## src/include/dca_pkg.sv

```systemverilog
// Package for the four-channel DMA address, count and shared status block.
// Assumes a single 50 MHz clock domain and Avalon-MM word addressing.
package dca_pkg;

  localparam int NUM_CH  = 4;
  localparam int ADDR_W  = 6;
  localparam int DATA_W  = 32;
  localparam int RAM_AW  = 24;
  localparam int PER_AW  = 16;
  localparam int CNT_W   = 14;
  localparam int LCA_W   = 4;
  localparam int STAT_W  = 4;
  localparam int HALF_W  = 16;

  // Per-channel word index inside a channel slot
  localparam logic [2:0] REG_CTRL    = 3'h0;
  localparam logic [2:0] REG_PRI_HI  = 3'h1;
  localparam logic [2:0] REG_PRI_LO  = 3'h2;
  localparam logic [2:0] REG_SEC_HI  = 3'h3;
  localparam logic [2:0] REG_SEC_LO  = 3'h4;
  localparam logic [2:0] REG_PAD     = 3'h5;
  localparam logic [2:0] REG_CNT     = 3'h6;

  // Shared word addresses
  localparam logic [ADDR_W-1:0] SH_RECENT_HI = 6'h20;
  localparam logic [ADDR_W-1:0] SH_RECENT_LO = 6'h21;
  localparam logic [ADDR_W-1:0] SH_WCOL      = 6'h22;
  localparam logic [ADDR_W-1:0] SH_REQ_COL   = 6'h23;
  localparam logic [ADDR_W-1:0] SH_LCA       = 6'h24;
  localparam logic [ADDR_W-1:0] SH_PPS       = 6'h25;
  localparam logic [ADDR_W-1:0] SH_INT_STAT  = 6'h26;
  localparam logic [ADDR_W-1:0] SH_INT_MASK  = 6'h27;

  // Control register fields
  localparam int CTRL_EN      = 0;
  localparam int CTRL_DIR     = 1;
  localparam int CTRL_HALF    = 2;
  localparam int CTRL_PP      = 3;
  localparam int CTRL_ONESHOT = 4;
  localparam int CTRL_FORCE   = 8;

  // Interrupt status layout
  localparam int INT_BLK_LSB   = 0;
  localparam int INT_WCOL_LSB  = 4;
  localparam int INT_REQ_COL_LSB = 8;
  localparam int INT_W         = 12;

  localparam logic [LCA_W-1:0] LCA_NONE = 4'hf;
  localparam int               STEP_SHIFT_DEF = 1;

  typedef struct packed {
    logic en;
    logic dir;
    logic half;
    logic pp;
    logic oneshot;
  } dca_ctrl_s;

  typedef struct packed {
    logic              valid;
    logic [1:0]        chan;
    logic              dir;
    logic [RAM_AW-1:0] ram_addr;
    logic [PER_AW-1:0] per_addr;
  } dca_xfer_s;

  typedef enum logic {
    ST_IDLE,
    ST_BUSY
  } dca_state_e;

endpackage : dca_pkg

```

## src/hdl/dca_top.sv

```systemverilog
// Four-channel DMA address and count store with shared status and a transfer issuer.
// Assumes an Avalon-MM master with word addressing and a mover that acknowledges each item.
//
// The Avalon-MM slave port and the placing of the registers were chosen for this implementation.
`timescale 1ns/10ps
module dca_top #(
  parameter int STEP_SHIFT = dca_pkg::STEP_SHIFT_DEF
) (
  input  wire logic                       mclk,
  input  wire logic                       srst,
  input  wire logic [dca_pkg::ADDR_W-1:0] avs_address,
  input  wire logic                       avs_read,
  input  wire logic                       avs_write,
  input  wire logic [dca_pkg::DATA_W-1:0] avs_writedata,
  output logic      [dca_pkg::DATA_W-1:0] avs_readdata,
  output logic                            avs_waitrequest,
  input  wire logic [dca_pkg::NUM_CH-1:0] chan_req,
  input  wire logic [dca_pkg::NUM_CH-1:0] per_wr_collision,
  output dca_pkg::dca_xfer_s              xfer,
  input  wire logic                       xfer_ack,
  output logic                            irq
);

  localparam int N = dca_pkg::NUM_CH;

  if (N != 4 || STEP_SHIFT < 0 || STEP_SHIFT > 2) begin : g_check
    $error("dca_top: four channels and a step shift of 0 to 2 are supported");
  end

  // Lowest channel number wins; fixed priority
  function automatic logic [1:0] pick_lowest(input logic [N-1:0] req);
    logic [1:0] sel;
    sel = 2'h0;
    for (int i = N - 1; i >= 0; i--) begin
      if (req[i]) begin
        sel = 2'(i);
      end
    end
    return sel;
  endfunction : pick_lowest

  function automatic logic [N-1:0] one_hot(input logic [1:0] sel);
    logic [N-1:0] v;
    v = '0;
    v[sel] = 1'b1;
    return v;
  endfunction : one_hot

  // Register storage
  dca_pkg::dca_ctrl_s              ctrl       [N];
  logic [dca_pkg::RAM_AW-1:0]      pri_base   [N];
  logic [dca_pkg::RAM_AW-1:0]      sec_base   [N];
  logic [dca_pkg::PER_AW-1:0]      per_target [N];
  logic [dca_pkg::CNT_W-1:0]       xfer_cnt   [N];
  logic [N-1:0]                    force_bit;
  logic [dca_pkg::RAM_AW-1:0]      recent_ram_address;
  logic [N-1:0]                    write_collision_flag;
  logic [N-1:0]                    request_collision_flag;
  logic [dca_pkg::LCA_W-1:0]       last_active_channel;
  logic [dca_pkg::INT_W-1:0]       int_stat;
  logic [dca_pkg::INT_W-1:0]       int_mask;
  dca_pkg::dca_state_e             state;

  // Channel engine outputs
  logic [N-1:0]                    pend;
  logic [dca_pkg::RAM_AW-1:0]      cur_addr   [N];
  logic [N-1:0]                    buffer_select_flag;
  logic [N-1:0]                    evt_half;
  logic [N-1:0]                    evt_full;
  logic [N-1:0]                    oneshot_end;
  logic [N-1:0]                    force_done;

  // Bus decode
  wire                             wr_go;
  wire                             rd_go;
  wire                             is_chan;
  wire [1:0]                       sel_ch;
  wire [2:0]                       sel_reg;
  wire [N-1:0]                     ch_hit;
  wire [N-1:0]                     force_wr;
  wire [N-1:0]                     grant;
  wire [N-1:0]                     blk_evt;
  wire [N-1:0]                     rq_evt;
  wire [1:0]                       pick;
  wire [dca_pkg::INT_W-1:0]        int_set;
  wire [dca_pkg::INT_W-1:0]        int_clr;
  logic [dca_pkg::DATA_W-1:0]      next_readdata;

  // Write lands at the edge where waitrequest is seen low
  assign wr_go   = avs_write & ~avs_waitrequest;
  assign rd_go   = avs_read & avs_waitrequest;
  assign is_chan = ~avs_address[dca_pkg::ADDR_W-1];
  assign sel_ch  = avs_address[4:3];
  assign sel_reg = avs_address[2:0];
  assign ch_hit  = (wr_go && is_chan) ? one_hot(sel_ch) : '0;
  assign force_wr = (sel_reg == dca_pkg::REG_CTRL && avs_writedata[dca_pkg::CTRL_FORCE])
                    ? ch_hit : '0;
  assign grant   = (state == dca_pkg::ST_BUSY && xfer_ack) ? one_hot(xfer.chan) : '0;
  assign pick    = pick_lowest(pend);

  // Channel event counts as full or half block by its select bit
  for (genvar c = 0; c < N; c++) begin : g_ch
    assign blk_evt[c] = ctrl[c].half ? evt_half[c] : evt_full[c];
    // Forced and peripheral request meeting on one channel
    assign rq_evt[c]  = chan_req[c] & ctrl[c].en & (force_bit[c] | force_wr[c]);

    dca_chan #(
      .STEP_SHIFT (STEP_SHIFT)
    ) u_chan (
      .mclk        (mclk),
      .srst        (srst),
      .cfg         (ctrl[c]),
      .force_req   (force_bit[c]),
      .per_req     (chan_req[c]),
      .grant       (grant[c]),
      .count       (xfer_cnt[c]),
      .pri_base    (pri_base[c]),
      .sec_base    (sec_base[c]),
      .pending     (pend[c]),
      .ram_addr    (cur_addr[c]),
      .buf_sel     (buffer_select_flag[c]),
      .evt_half    (evt_half[c]),
      .evt_full    (evt_full[c]),
      .oneshot_end (oneshot_end[c]),
      .force_done  (force_done[c])
    );
  end

  assign int_set = {rq_evt, per_wr_collision, blk_evt};
  assign int_clr = (wr_go && avs_address == dca_pkg::SH_INT_STAT)
                   ? avs_writedata[dca_pkg::INT_W-1:0] : '0;

  // Read mux; unmapped words read zero
  always_comb begin
    next_readdata = '0;
    if (is_chan) begin
      if (sel_reg == dca_pkg::REG_CTRL) begin
        next_readdata[dca_pkg::CTRL_EN]      = ctrl[sel_ch].en;
        next_readdata[dca_pkg::CTRL_DIR]     = ctrl[sel_ch].dir;
        next_readdata[dca_pkg::CTRL_HALF]    = ctrl[sel_ch].half;
        next_readdata[dca_pkg::CTRL_PP]      = ctrl[sel_ch].pp;
        next_readdata[dca_pkg::CTRL_ONESHOT] = ctrl[sel_ch].oneshot;
        next_readdata[dca_pkg::CTRL_FORCE]   = force_bit[sel_ch];
      end else if (sel_reg == dca_pkg::REG_PRI_HI) begin
        next_readdata[7:0] = pri_base[sel_ch][23:16];
      end else if (sel_reg == dca_pkg::REG_PRI_LO) begin
        next_readdata[15:0] = pri_base[sel_ch][15:0];
      end else if (sel_reg == dca_pkg::REG_SEC_HI) begin
        next_readdata[7:0] = sec_base[sel_ch][23:16];
      end else if (sel_reg == dca_pkg::REG_SEC_LO) begin
        next_readdata[15:0] = sec_base[sel_ch][15:0];
      end else if (sel_reg == dca_pkg::REG_PAD) begin
        next_readdata[15:0] = per_target[sel_ch];
      end else if (sel_reg == dca_pkg::REG_CNT) begin
        next_readdata[dca_pkg::CNT_W-1:0] = xfer_cnt[sel_ch];
      end
    end else if (avs_address == dca_pkg::SH_RECENT_HI) begin
      next_readdata[7:0] = recent_ram_address[23:16];
    end else if (avs_address == dca_pkg::SH_RECENT_LO) begin
      next_readdata[15:0] = recent_ram_address[15:0];
    end else if (avs_address == dca_pkg::SH_WCOL) begin
      next_readdata[dca_pkg::STAT_W-1:0] = write_collision_flag;
    end else if (avs_address == dca_pkg::SH_REQ_COL) begin
      next_readdata[dca_pkg::STAT_W-1:0] = request_collision_flag;
    end else if (avs_address == dca_pkg::SH_LCA) begin
      next_readdata[dca_pkg::LCA_W-1:0] = last_active_channel;
    end else if (avs_address == dca_pkg::SH_PPS) begin
      next_readdata[dca_pkg::STAT_W-1:0] = buffer_select_flag;
    end else if (avs_address == dca_pkg::SH_INT_STAT) begin
      next_readdata[dca_pkg::INT_W-1:0] = int_stat;
    end else if (avs_address == dca_pkg::SH_INT_MASK) begin
      next_readdata[dca_pkg::INT_W-1:0] = int_mask;
    end
  end

  // One wait cycle per access, then a single answer cycle
  always_ff @(posedge mclk) begin
    if (srst) begin
      avs_waitrequest <= 1'b1;
      avs_readdata    <= '0;
    end else begin
      avs_waitrequest <= ~((avs_read | avs_write) & avs_waitrequest);
      if (rd_go) begin
        avs_readdata <= next_readdata;
      end
    end
  end

  // Channel registers; software must not rewrite address or count while enabled
  always_ff @(posedge mclk) begin
    for (int c = 0; c < N; c++) begin
      if (srst) begin
        ctrl[c]       <= '0;
        pri_base[c]   <= '0;
        sec_base[c]   <= '0;
        per_target[c] <= '0;
        xfer_cnt[c]   <= '0;
      end else if (ch_hit[c]) begin
        if (sel_reg == dca_pkg::REG_CTRL) begin
          ctrl[c].en      <= avs_writedata[dca_pkg::CTRL_EN];
          ctrl[c].dir     <= avs_writedata[dca_pkg::CTRL_DIR];
          ctrl[c].half    <= avs_writedata[dca_pkg::CTRL_HALF];
          ctrl[c].pp      <= avs_writedata[dca_pkg::CTRL_PP];
          ctrl[c].oneshot <= avs_writedata[dca_pkg::CTRL_ONESHOT];
        end else if (sel_reg == dca_pkg::REG_PRI_HI) begin
          pri_base[c][23:16] <= avs_writedata[7:0];
        end else if (sel_reg == dca_pkg::REG_PRI_LO) begin
          pri_base[c][15:0] <= avs_writedata[15:0];
        end else if (sel_reg == dca_pkg::REG_SEC_HI) begin
          sec_base[c][23:16] <= avs_writedata[7:0];
        end else if (sel_reg == dca_pkg::REG_SEC_LO) begin
          sec_base[c][15:0] <= avs_writedata[15:0];
        end else if (sel_reg == dca_pkg::REG_PAD) begin
          per_target[c] <= avs_writedata[15:0];
        end else if (sel_reg == dca_pkg::REG_CNT) begin
          xfer_cnt[c] <= avs_writedata[dca_pkg::CNT_W-1:0];
        end
      end else if (oneshot_end[c]) begin
        ctrl[c].en <= 1'b0;
      end
    end
  end

  // Force: software sets only; cleared on completion or disable, set wins
  always_ff @(posedge mclk) begin
    if (srst) begin
      force_bit <= '0;
    end else begin
      for (int c = 0; c < N; c++) begin
        if (force_wr[c]) begin
          force_bit[c] <= 1'b1;
        end else if (!ctrl[c].en || force_done[c]) begin
          force_bit[c] <= 1'b0;
        end
      end
    end
  end

  // Collision flags hold until the channel is disabled; a new event wins
  always_ff @(posedge mclk) begin
    if (srst) begin
      write_collision_flag   <= '0;
      request_collision_flag <= '0;
    end else begin
      for (int c = 0; c < N; c++) begin
        if (per_wr_collision[c]) begin
          write_collision_flag[c] <= 1'b1;
        end else if (!ctrl[c].en) begin
          write_collision_flag[c] <= 1'b0;
        end
        if (rq_evt[c]) begin
          request_collision_flag[c] <= 1'b1;
        end else if (!ctrl[c].en) begin
          request_collision_flag[c] <= 1'b0;
        end
      end
    end
  end

  // Interrupt status: write one to clear, a same-cycle event wins
  always_ff @(posedge mclk) begin
    if (srst) begin
      int_stat <= '0;
      int_mask <= '0;
      irq      <= 1'b0;
    end else begin
      int_stat <= (int_stat & ~int_clr) | int_set;
      irq      <= |(int_stat & int_mask);
      if (wr_go && avs_address == dca_pkg::SH_INT_MASK) begin
        int_mask <= avs_writedata[dca_pkg::INT_W-1:0];
      end
    end
  end

  // Issuer: one item outstanding; the mover sees a stable request until ack
  always_ff @(posedge mclk) begin
    if (srst) begin
      state               <= dca_pkg::ST_IDLE;
      xfer                <= '0;
      recent_ram_address  <= '0;
      last_active_channel <= dca_pkg::LCA_NONE;
    end else begin
      case (state)
        dca_pkg::ST_IDLE: begin
          if (|pend) begin
            xfer.valid    <= 1'b1;
            xfer.chan     <= pick;
            xfer.dir      <= ctrl[pick].dir;
            xfer.ram_addr <= cur_addr[pick];
            xfer.per_addr <= per_target[pick];
            state         <= dca_pkg::ST_BUSY;
          end
        end
        dca_pkg::ST_BUSY: begin
          if (xfer_ack) begin
            xfer.valid          <= 1'b0;
            recent_ram_address  <= xfer.ram_addr;
            last_active_channel <= {2'h0, xfer.chan};
            state               <= dca_pkg::ST_IDLE;
          end
        end
        default: begin
          state <= dca_pkg::ST_IDLE;
        end
      endcase
    end
  end

endmodule : dca_top

```

## src/hdl/dca_chan.sv

```systemverilog
// One channel's block sequencer: item index, buffer select and block events.
// Assumes grant pulses only while the top has this channel's transfer acknowledged.
`timescale 1ns/10ps
module dca_chan #(
  parameter int STEP_SHIFT = dca_pkg::STEP_SHIFT_DEF
) (
  input  wire logic                       mclk,
  input  wire logic                       srst,
  input  wire dca_pkg::dca_ctrl_s         cfg,
  input  wire logic                       force_req,
  input  wire logic                       per_req,
  input  wire logic                       grant,
  input  wire logic [dca_pkg::CNT_W-1:0]  count,
  input  wire logic [dca_pkg::RAM_AW-1:0] pri_base,
  input  wire logic [dca_pkg::RAM_AW-1:0] sec_base,
  output logic                            pending,
  output logic [dca_pkg::RAM_AW-1:0]      ram_addr,
  output logic                            buf_sel,
  output logic                            evt_half,
  output logic                            evt_full,
  output logic                            oneshot_end,
  output logic                            force_done
);

  logic                       req_latch;
  logic [dca_pkg::CNT_W-1:0]  idx;
  wire                        last_item;
  wire                        half_item;
  wire [dca_pkg::RAM_AW-1:0]  base;

  assign last_item   = (idx == count);
  assign half_item   = (idx == (count >> 1));
  assign base        = buf_sel ? sec_base : pri_base;
  assign ram_addr    = base + (dca_pkg::RAM_AW'(idx) << STEP_SHIFT);
  assign pending     = cfg.en & (req_latch | force_req);
  assign force_done  = grant & force_req;

  always_ff @(posedge mclk) begin
    if (srst || !cfg.en) begin
      req_latch <= 1'b0;
    end else if (per_req) begin
      req_latch <= 1'b1;
    end else if (grant) begin
      req_latch <= 1'b0;
    end
  end

  always_ff @(posedge mclk) begin
    evt_half    <= grant & half_item;
    evt_full    <= grant & last_item;
    oneshot_end <= grant & last_item & cfg.oneshot & (!cfg.pp | buf_sel);
    if (srst) begin
      idx     <= '0;
      buf_sel <= 1'b0;
    end else if (!cfg.en) begin
      idx <= '0;
    end else if (grant) begin
      if (last_item) begin
        idx <= '0;
        if (cfg.pp) begin
          buf_sel <= ~buf_sel;
        end
      end else begin
        idx <= idx + 1'b1;
      end
    end
  end

endmodule : dca_chan

```

## config.mk

```make
export PLATFORM = sky130hd
export DESIGN_NAME = dca_top
export DESIGN_NICKNAME = d
export VERILOG_FILES = /design/src/include/dca_pkg.sv /design/src/hdl/dca_top.sv /design/src/hdl/dca_chan.sv
export SDC_FILE = /design/constraint.sdc
export NUM_CORES = 1
export LEC_CHECK = 0
export CAP_MARGIN = 20
export CORE_UTILIZATION = 23
export DETAILED_ROUTE_END_ITERATION = 16
export DONT_BUFFER_PORTS = 1
export GPL_TIMING_DRIVEN = 0
export PLACE_DENSITY_LB_ADDON = 0.12
export SYNTH_ARGS = -nofsm -noshare
export SYNTH_HDL_FRONTEND = slang
export SYNTH_SLANG_ARGS = --single-unit
```

## constraint.sdc

```tcl
create_clock -name mclk -period 4.95 [get_ports mclk]
set_input_delay 0 -clock mclk [delete_from_list [all_inputs] [get_ports mclk]]
set_output_delay 0 -clock mclk [all_outputs]
set_load 0.03 [all_outputs]
```

==> run summary <==
Synthesized flop and latch total -> 534
Synth Area in Compound Gates -> 11.57%
CTS Buf Count -> 72
CTS Sinks -> 534
Number of synthesized flops with an enable pin -> 332
Initial Utilization -> 23.24%
Pin count of the biggest net entering global routing -> 29
Initial antenna violation count -> 30
Via count -> 24983
Sequential share of the synthesized area -> 46.45%
Static Leak -> 12.95 nW
RSZ-0062 raised after global routing -> false
CP max stage delay -> 0.62 ns
Fmax -> 205.6 MHz
Placed cell count -> 4670
Syn Std Cell Area -> 30170 sq um
GRT Total Usage -> 24.02%
Largest family of logic cells by synthesized area -> simple AND/OR/NAND/NOR gates
# DRC -> 0
Max-slew violations -> 0
Share of post-route cells with drive strength above 1 -> 13.82%
Grt total ovfl -> 0
Area share of fa/ha/maj cells after synthesis -> 2.754%
Placed Area -> 33020 sq um
Pre-CTS setup slack -> -0.8888 ns
Vias in the first global route -> 23524
Top_reg_cell synth -> edfxtp_1
Fin crit period -> 4.865 ns
Core area -> 129800 sq um
Multiplexer share of the synthesized area -> 11.07%
Vias per cell -> 5.151
Total die area -> 132600 sq um
Die Span Y -> 364.2 um
Routed wire per std cell -> 33.37 um
Path category of the worst min-delay check -> primary input to flip-flop
Post-DRT Antenna Nets -> 0
Crit-path cells -> buf_2 -> buf_1 -> clkdlybuf4s15_2 -> mux2i_2 -> fa_1 -> nor2b_1 -> o31ai_2 -> a211oi_1 -> o31ai_2 -> a21oi_1 -> and4_1 -> o21ai_0 -> a41oi_1
Critical Path RT -> 5.47 ns
Drt pass-1 iters -> 7
# H-tree levels -> 3
Root Driver -> clkbuf_16
CTS tree -> built
Clk slew on worst S/H paths -> 0.06 ns
Yosys top cell area share -> 33.05%
Endpoint class of the critical path -> flip-flop
Post-layout power -> 0.01147 W
First-iteration detailed-routing DRC count -> 3282
First-pass GRT wire length -> 213800 um
HPWL Detailed -> 125700 um
Filler cell count -> 13734
Die width -> 364.2 um
Crit Path Max Fanout -> 10
Yosys Warn Count -> 0
Post-Layout Cell Count -> 4850
Maxcap violations -> 0
Critical path arrival -> 5.38 ns
Cell mode on critical path -> o31ai_2
Clock Latency Late Sink -> 0.67 ns
Total Wirelength -> 161800 um
Setup Viol. Count Final -> 0
Final GP Congestion -> 0.9985
Status -> completed
Worst-Margin Slew -> 1.233 ns
CP max stage cell -> clkdlybuf4s15_2
Synth-to-layout area growth -> 18.83%
VDD IR max -> 0.2757 mV
Clock Skew -> 0.02783 ns
Slew headroom -> 15.71%
Synth area leaders -> edfxtp_1 (33%), dfxtp_1 (13%), and2_1 (7.1%)
Final period utilization -> 98.28%
Port-buffer cells -> 0
Post-synthesis xor/xnor area fraction -> 6.300%
Setup WS post-layout -> 0.08529 ns
Endpoints failing hold -> 0
Synth Area in Simple Gates -> 18.02%
Cell count after synthesis -> 2877
Startpoint Class -> flip-flop
Final instance area -> 35850 sq um
Syn_area_per_cell -> 10.49 sq um
Worst-case clock buffer depth -> 3
Crit Path Category -> flip-flop to flip-flop
Pwr dens -> 320.0 nW/um^2
Fraction of registers with async set/reset -> 0%
Final Net Count -> 3156
Synth area leader -> edfxtp_1
I/O Pins -> 129
FP Rows -> 132
Synth cell types -> 87
cells in the mapped netlist, types with 27 or more instances:
master	number
and2_1	341
edfxtp_1	332
nand2_1	263
dfxtp_1	202
nor2_1	183
a21oi_1	154
xor2_1	139
clkbuf_1	120
o21ai_0	110
mux4_2	84
xnor2_1	78
mux2_2	68
mux2i_1	68
ha_1	60
nand3_1	54
nor3_1	49
a211oi_1	40
buf_2	37
inv_1	36
buf_4	31
and3_1	29
a21o_1	27
nand4_1	27
nor2b_1	27
critical path, delay by kind of cell, from the launching register on:
family / cells / cell delay (ns)
AO/OA/AOI/OAI: 6 / 1.71
buffers and inverters: 3 / 1.46
multiplexers: 1 / 0.52
flip-flops: 1 / 0.39
AND/OR/NAND/NOR: 2 / 0.34
adder cells (fa/ha/maj): 1 / 0.28
cell families after synthesis:
logic type	after synthesis
adder cells (fa/ha/maj)	64
AO/OA/AOI/OAI	535
other	1
buffers and inverters	247
multiplexers	220
flip-flops	534
AND/OR/NAND/NOR	1059
XOR/XNOR	217
registers in the layout, summed over array words and instances, names as in the netlist, 4 cells and up:
signal and flops:
write_collision_flag 4, ctrl 20, recent_ram_address 24, g_ch.u_chan.oneshot_end 4, g_ch.u_chan.evt_full 4, xfer_cnt 56
avs_readdata 16, int_mask 12, g_ch.u_chan.req_latch 4, per_target 64, pri_base 96, request_collision_flag 4
g_ch.u_chan.buf_sel 4, int_stat 12, sec_base 96, g_ch.u_chan.evt_half 4, g_ch.u_chan.idx 56, force_bit 4
xfer 44
routing by layer:
| metal | vias up | part of all wire [%] | global-route usage [%] |
|---|---|---|---|
| li1 | 10790 | - | - |
| met1 | 12636 | 45 | 33.11 |
| met2 | 1286 | 43 | 36.75 |
| met3 | 261 | 8.4 | 5.295 |
| met4 | 10 | 3.7 | 8.346 |
| met5 | - | 0.037 | 0 |
path summary, 6_finish.rpt:
| path | start | end | slack, ns | cells after the start |
|---|---|---|---|---|
| setup / recovery | g_ch[1].u_chan.buf_sel$_SDFFE_PP0P_ | xfer[39]$_SDFFE_PP0P_ | 0.09 | 13 |
| hold / removal | avs_writedata[2] | int_mask[2]$_SDFFE_PP0P_ | 0.02 | 3 |
| setup reg to reg | g_ch[1].u_chan.buf_sel$_SDFFE_PP0P_ | xfer[39]$_SDFFE_PP0P_ | 0.09 | 13 |
| hold reg to reg | recent_ram_address[15]$_SDFFE_PP0P_ | recent_ram_address[15]$_SDFFE_PP0P_ | 0.45 | 2 |
layout by cell type (no fill, tap or decap), types with 15 or more instances in the layout:
cell and n:
nand2_1 263, clkbuf_1 135, edfxtp_1 332, a21o_1 27, and2_1 341, a31oi_1 22, clkbuf_16 74, a211oi_1 39
nor2b_1 27, mux4_2 84, mux2i_1 66, o21ai_2 17, xor2_1 139, inv_1 36, nor2_1 183, buf_4 37
a22oi_1 22, clkbuf_8 18, nor4_1 26, nand2b_1 23, dlygate4sd3_1 37, mux2_2 68, nand4_1 27, buf_8 15
o22ai_1 15, a221oi_1 26, o21ai_0 94, ha_1 60, dfxtp_1 202, buf_2 43, a21oi_1 154, and3_1 29
conb_1 16, nand3_1 54, xnor2_1 78, nor3_1 48
where the power goes:
part	internal, W	switching [W]
combinational	0.000336	0.000776
clock	0.00308	0.00223
sequential	0.00485	0.000197
final cells by class:
class                   instances  area, sq um  area share [%]
inverters                      37        138.9          0.3874
clock buffers                 109         2123           5.923
repair buffers                 79        997.2           2.782
diodes                         11        27.53         0.07679
multi-input cells            2111        15140           42.24
clock inverters                21        207.7          0.5794
flip-flops and latches        534        14010           39.09
well taps                    1742         2180           6.080
plain buffers                 206         1017           2.838
per-stage QoR:
step                      setup TNS (ns)  hold WS (ns)  utilization (%)
after CTS                              0       0.01889            27.58
final                                  0       0.01570            27.61
after floorplan                        0        0.1159                -
after global placement            -45.78        0.1207            24.96
after global routing                   0       0.03603            27.60
after detailed placement          -8.771        0.1293            25.43
timing repair:
item,4_1_cts,5_1_grt
setup endpoints to repair,18,6
hold endpoints to repair,163,0
buffers inserted,0,0
hold buffers,41,0
gates resized for setup,6,2
No activity file was read; power rests on OpenSTA's default activity.
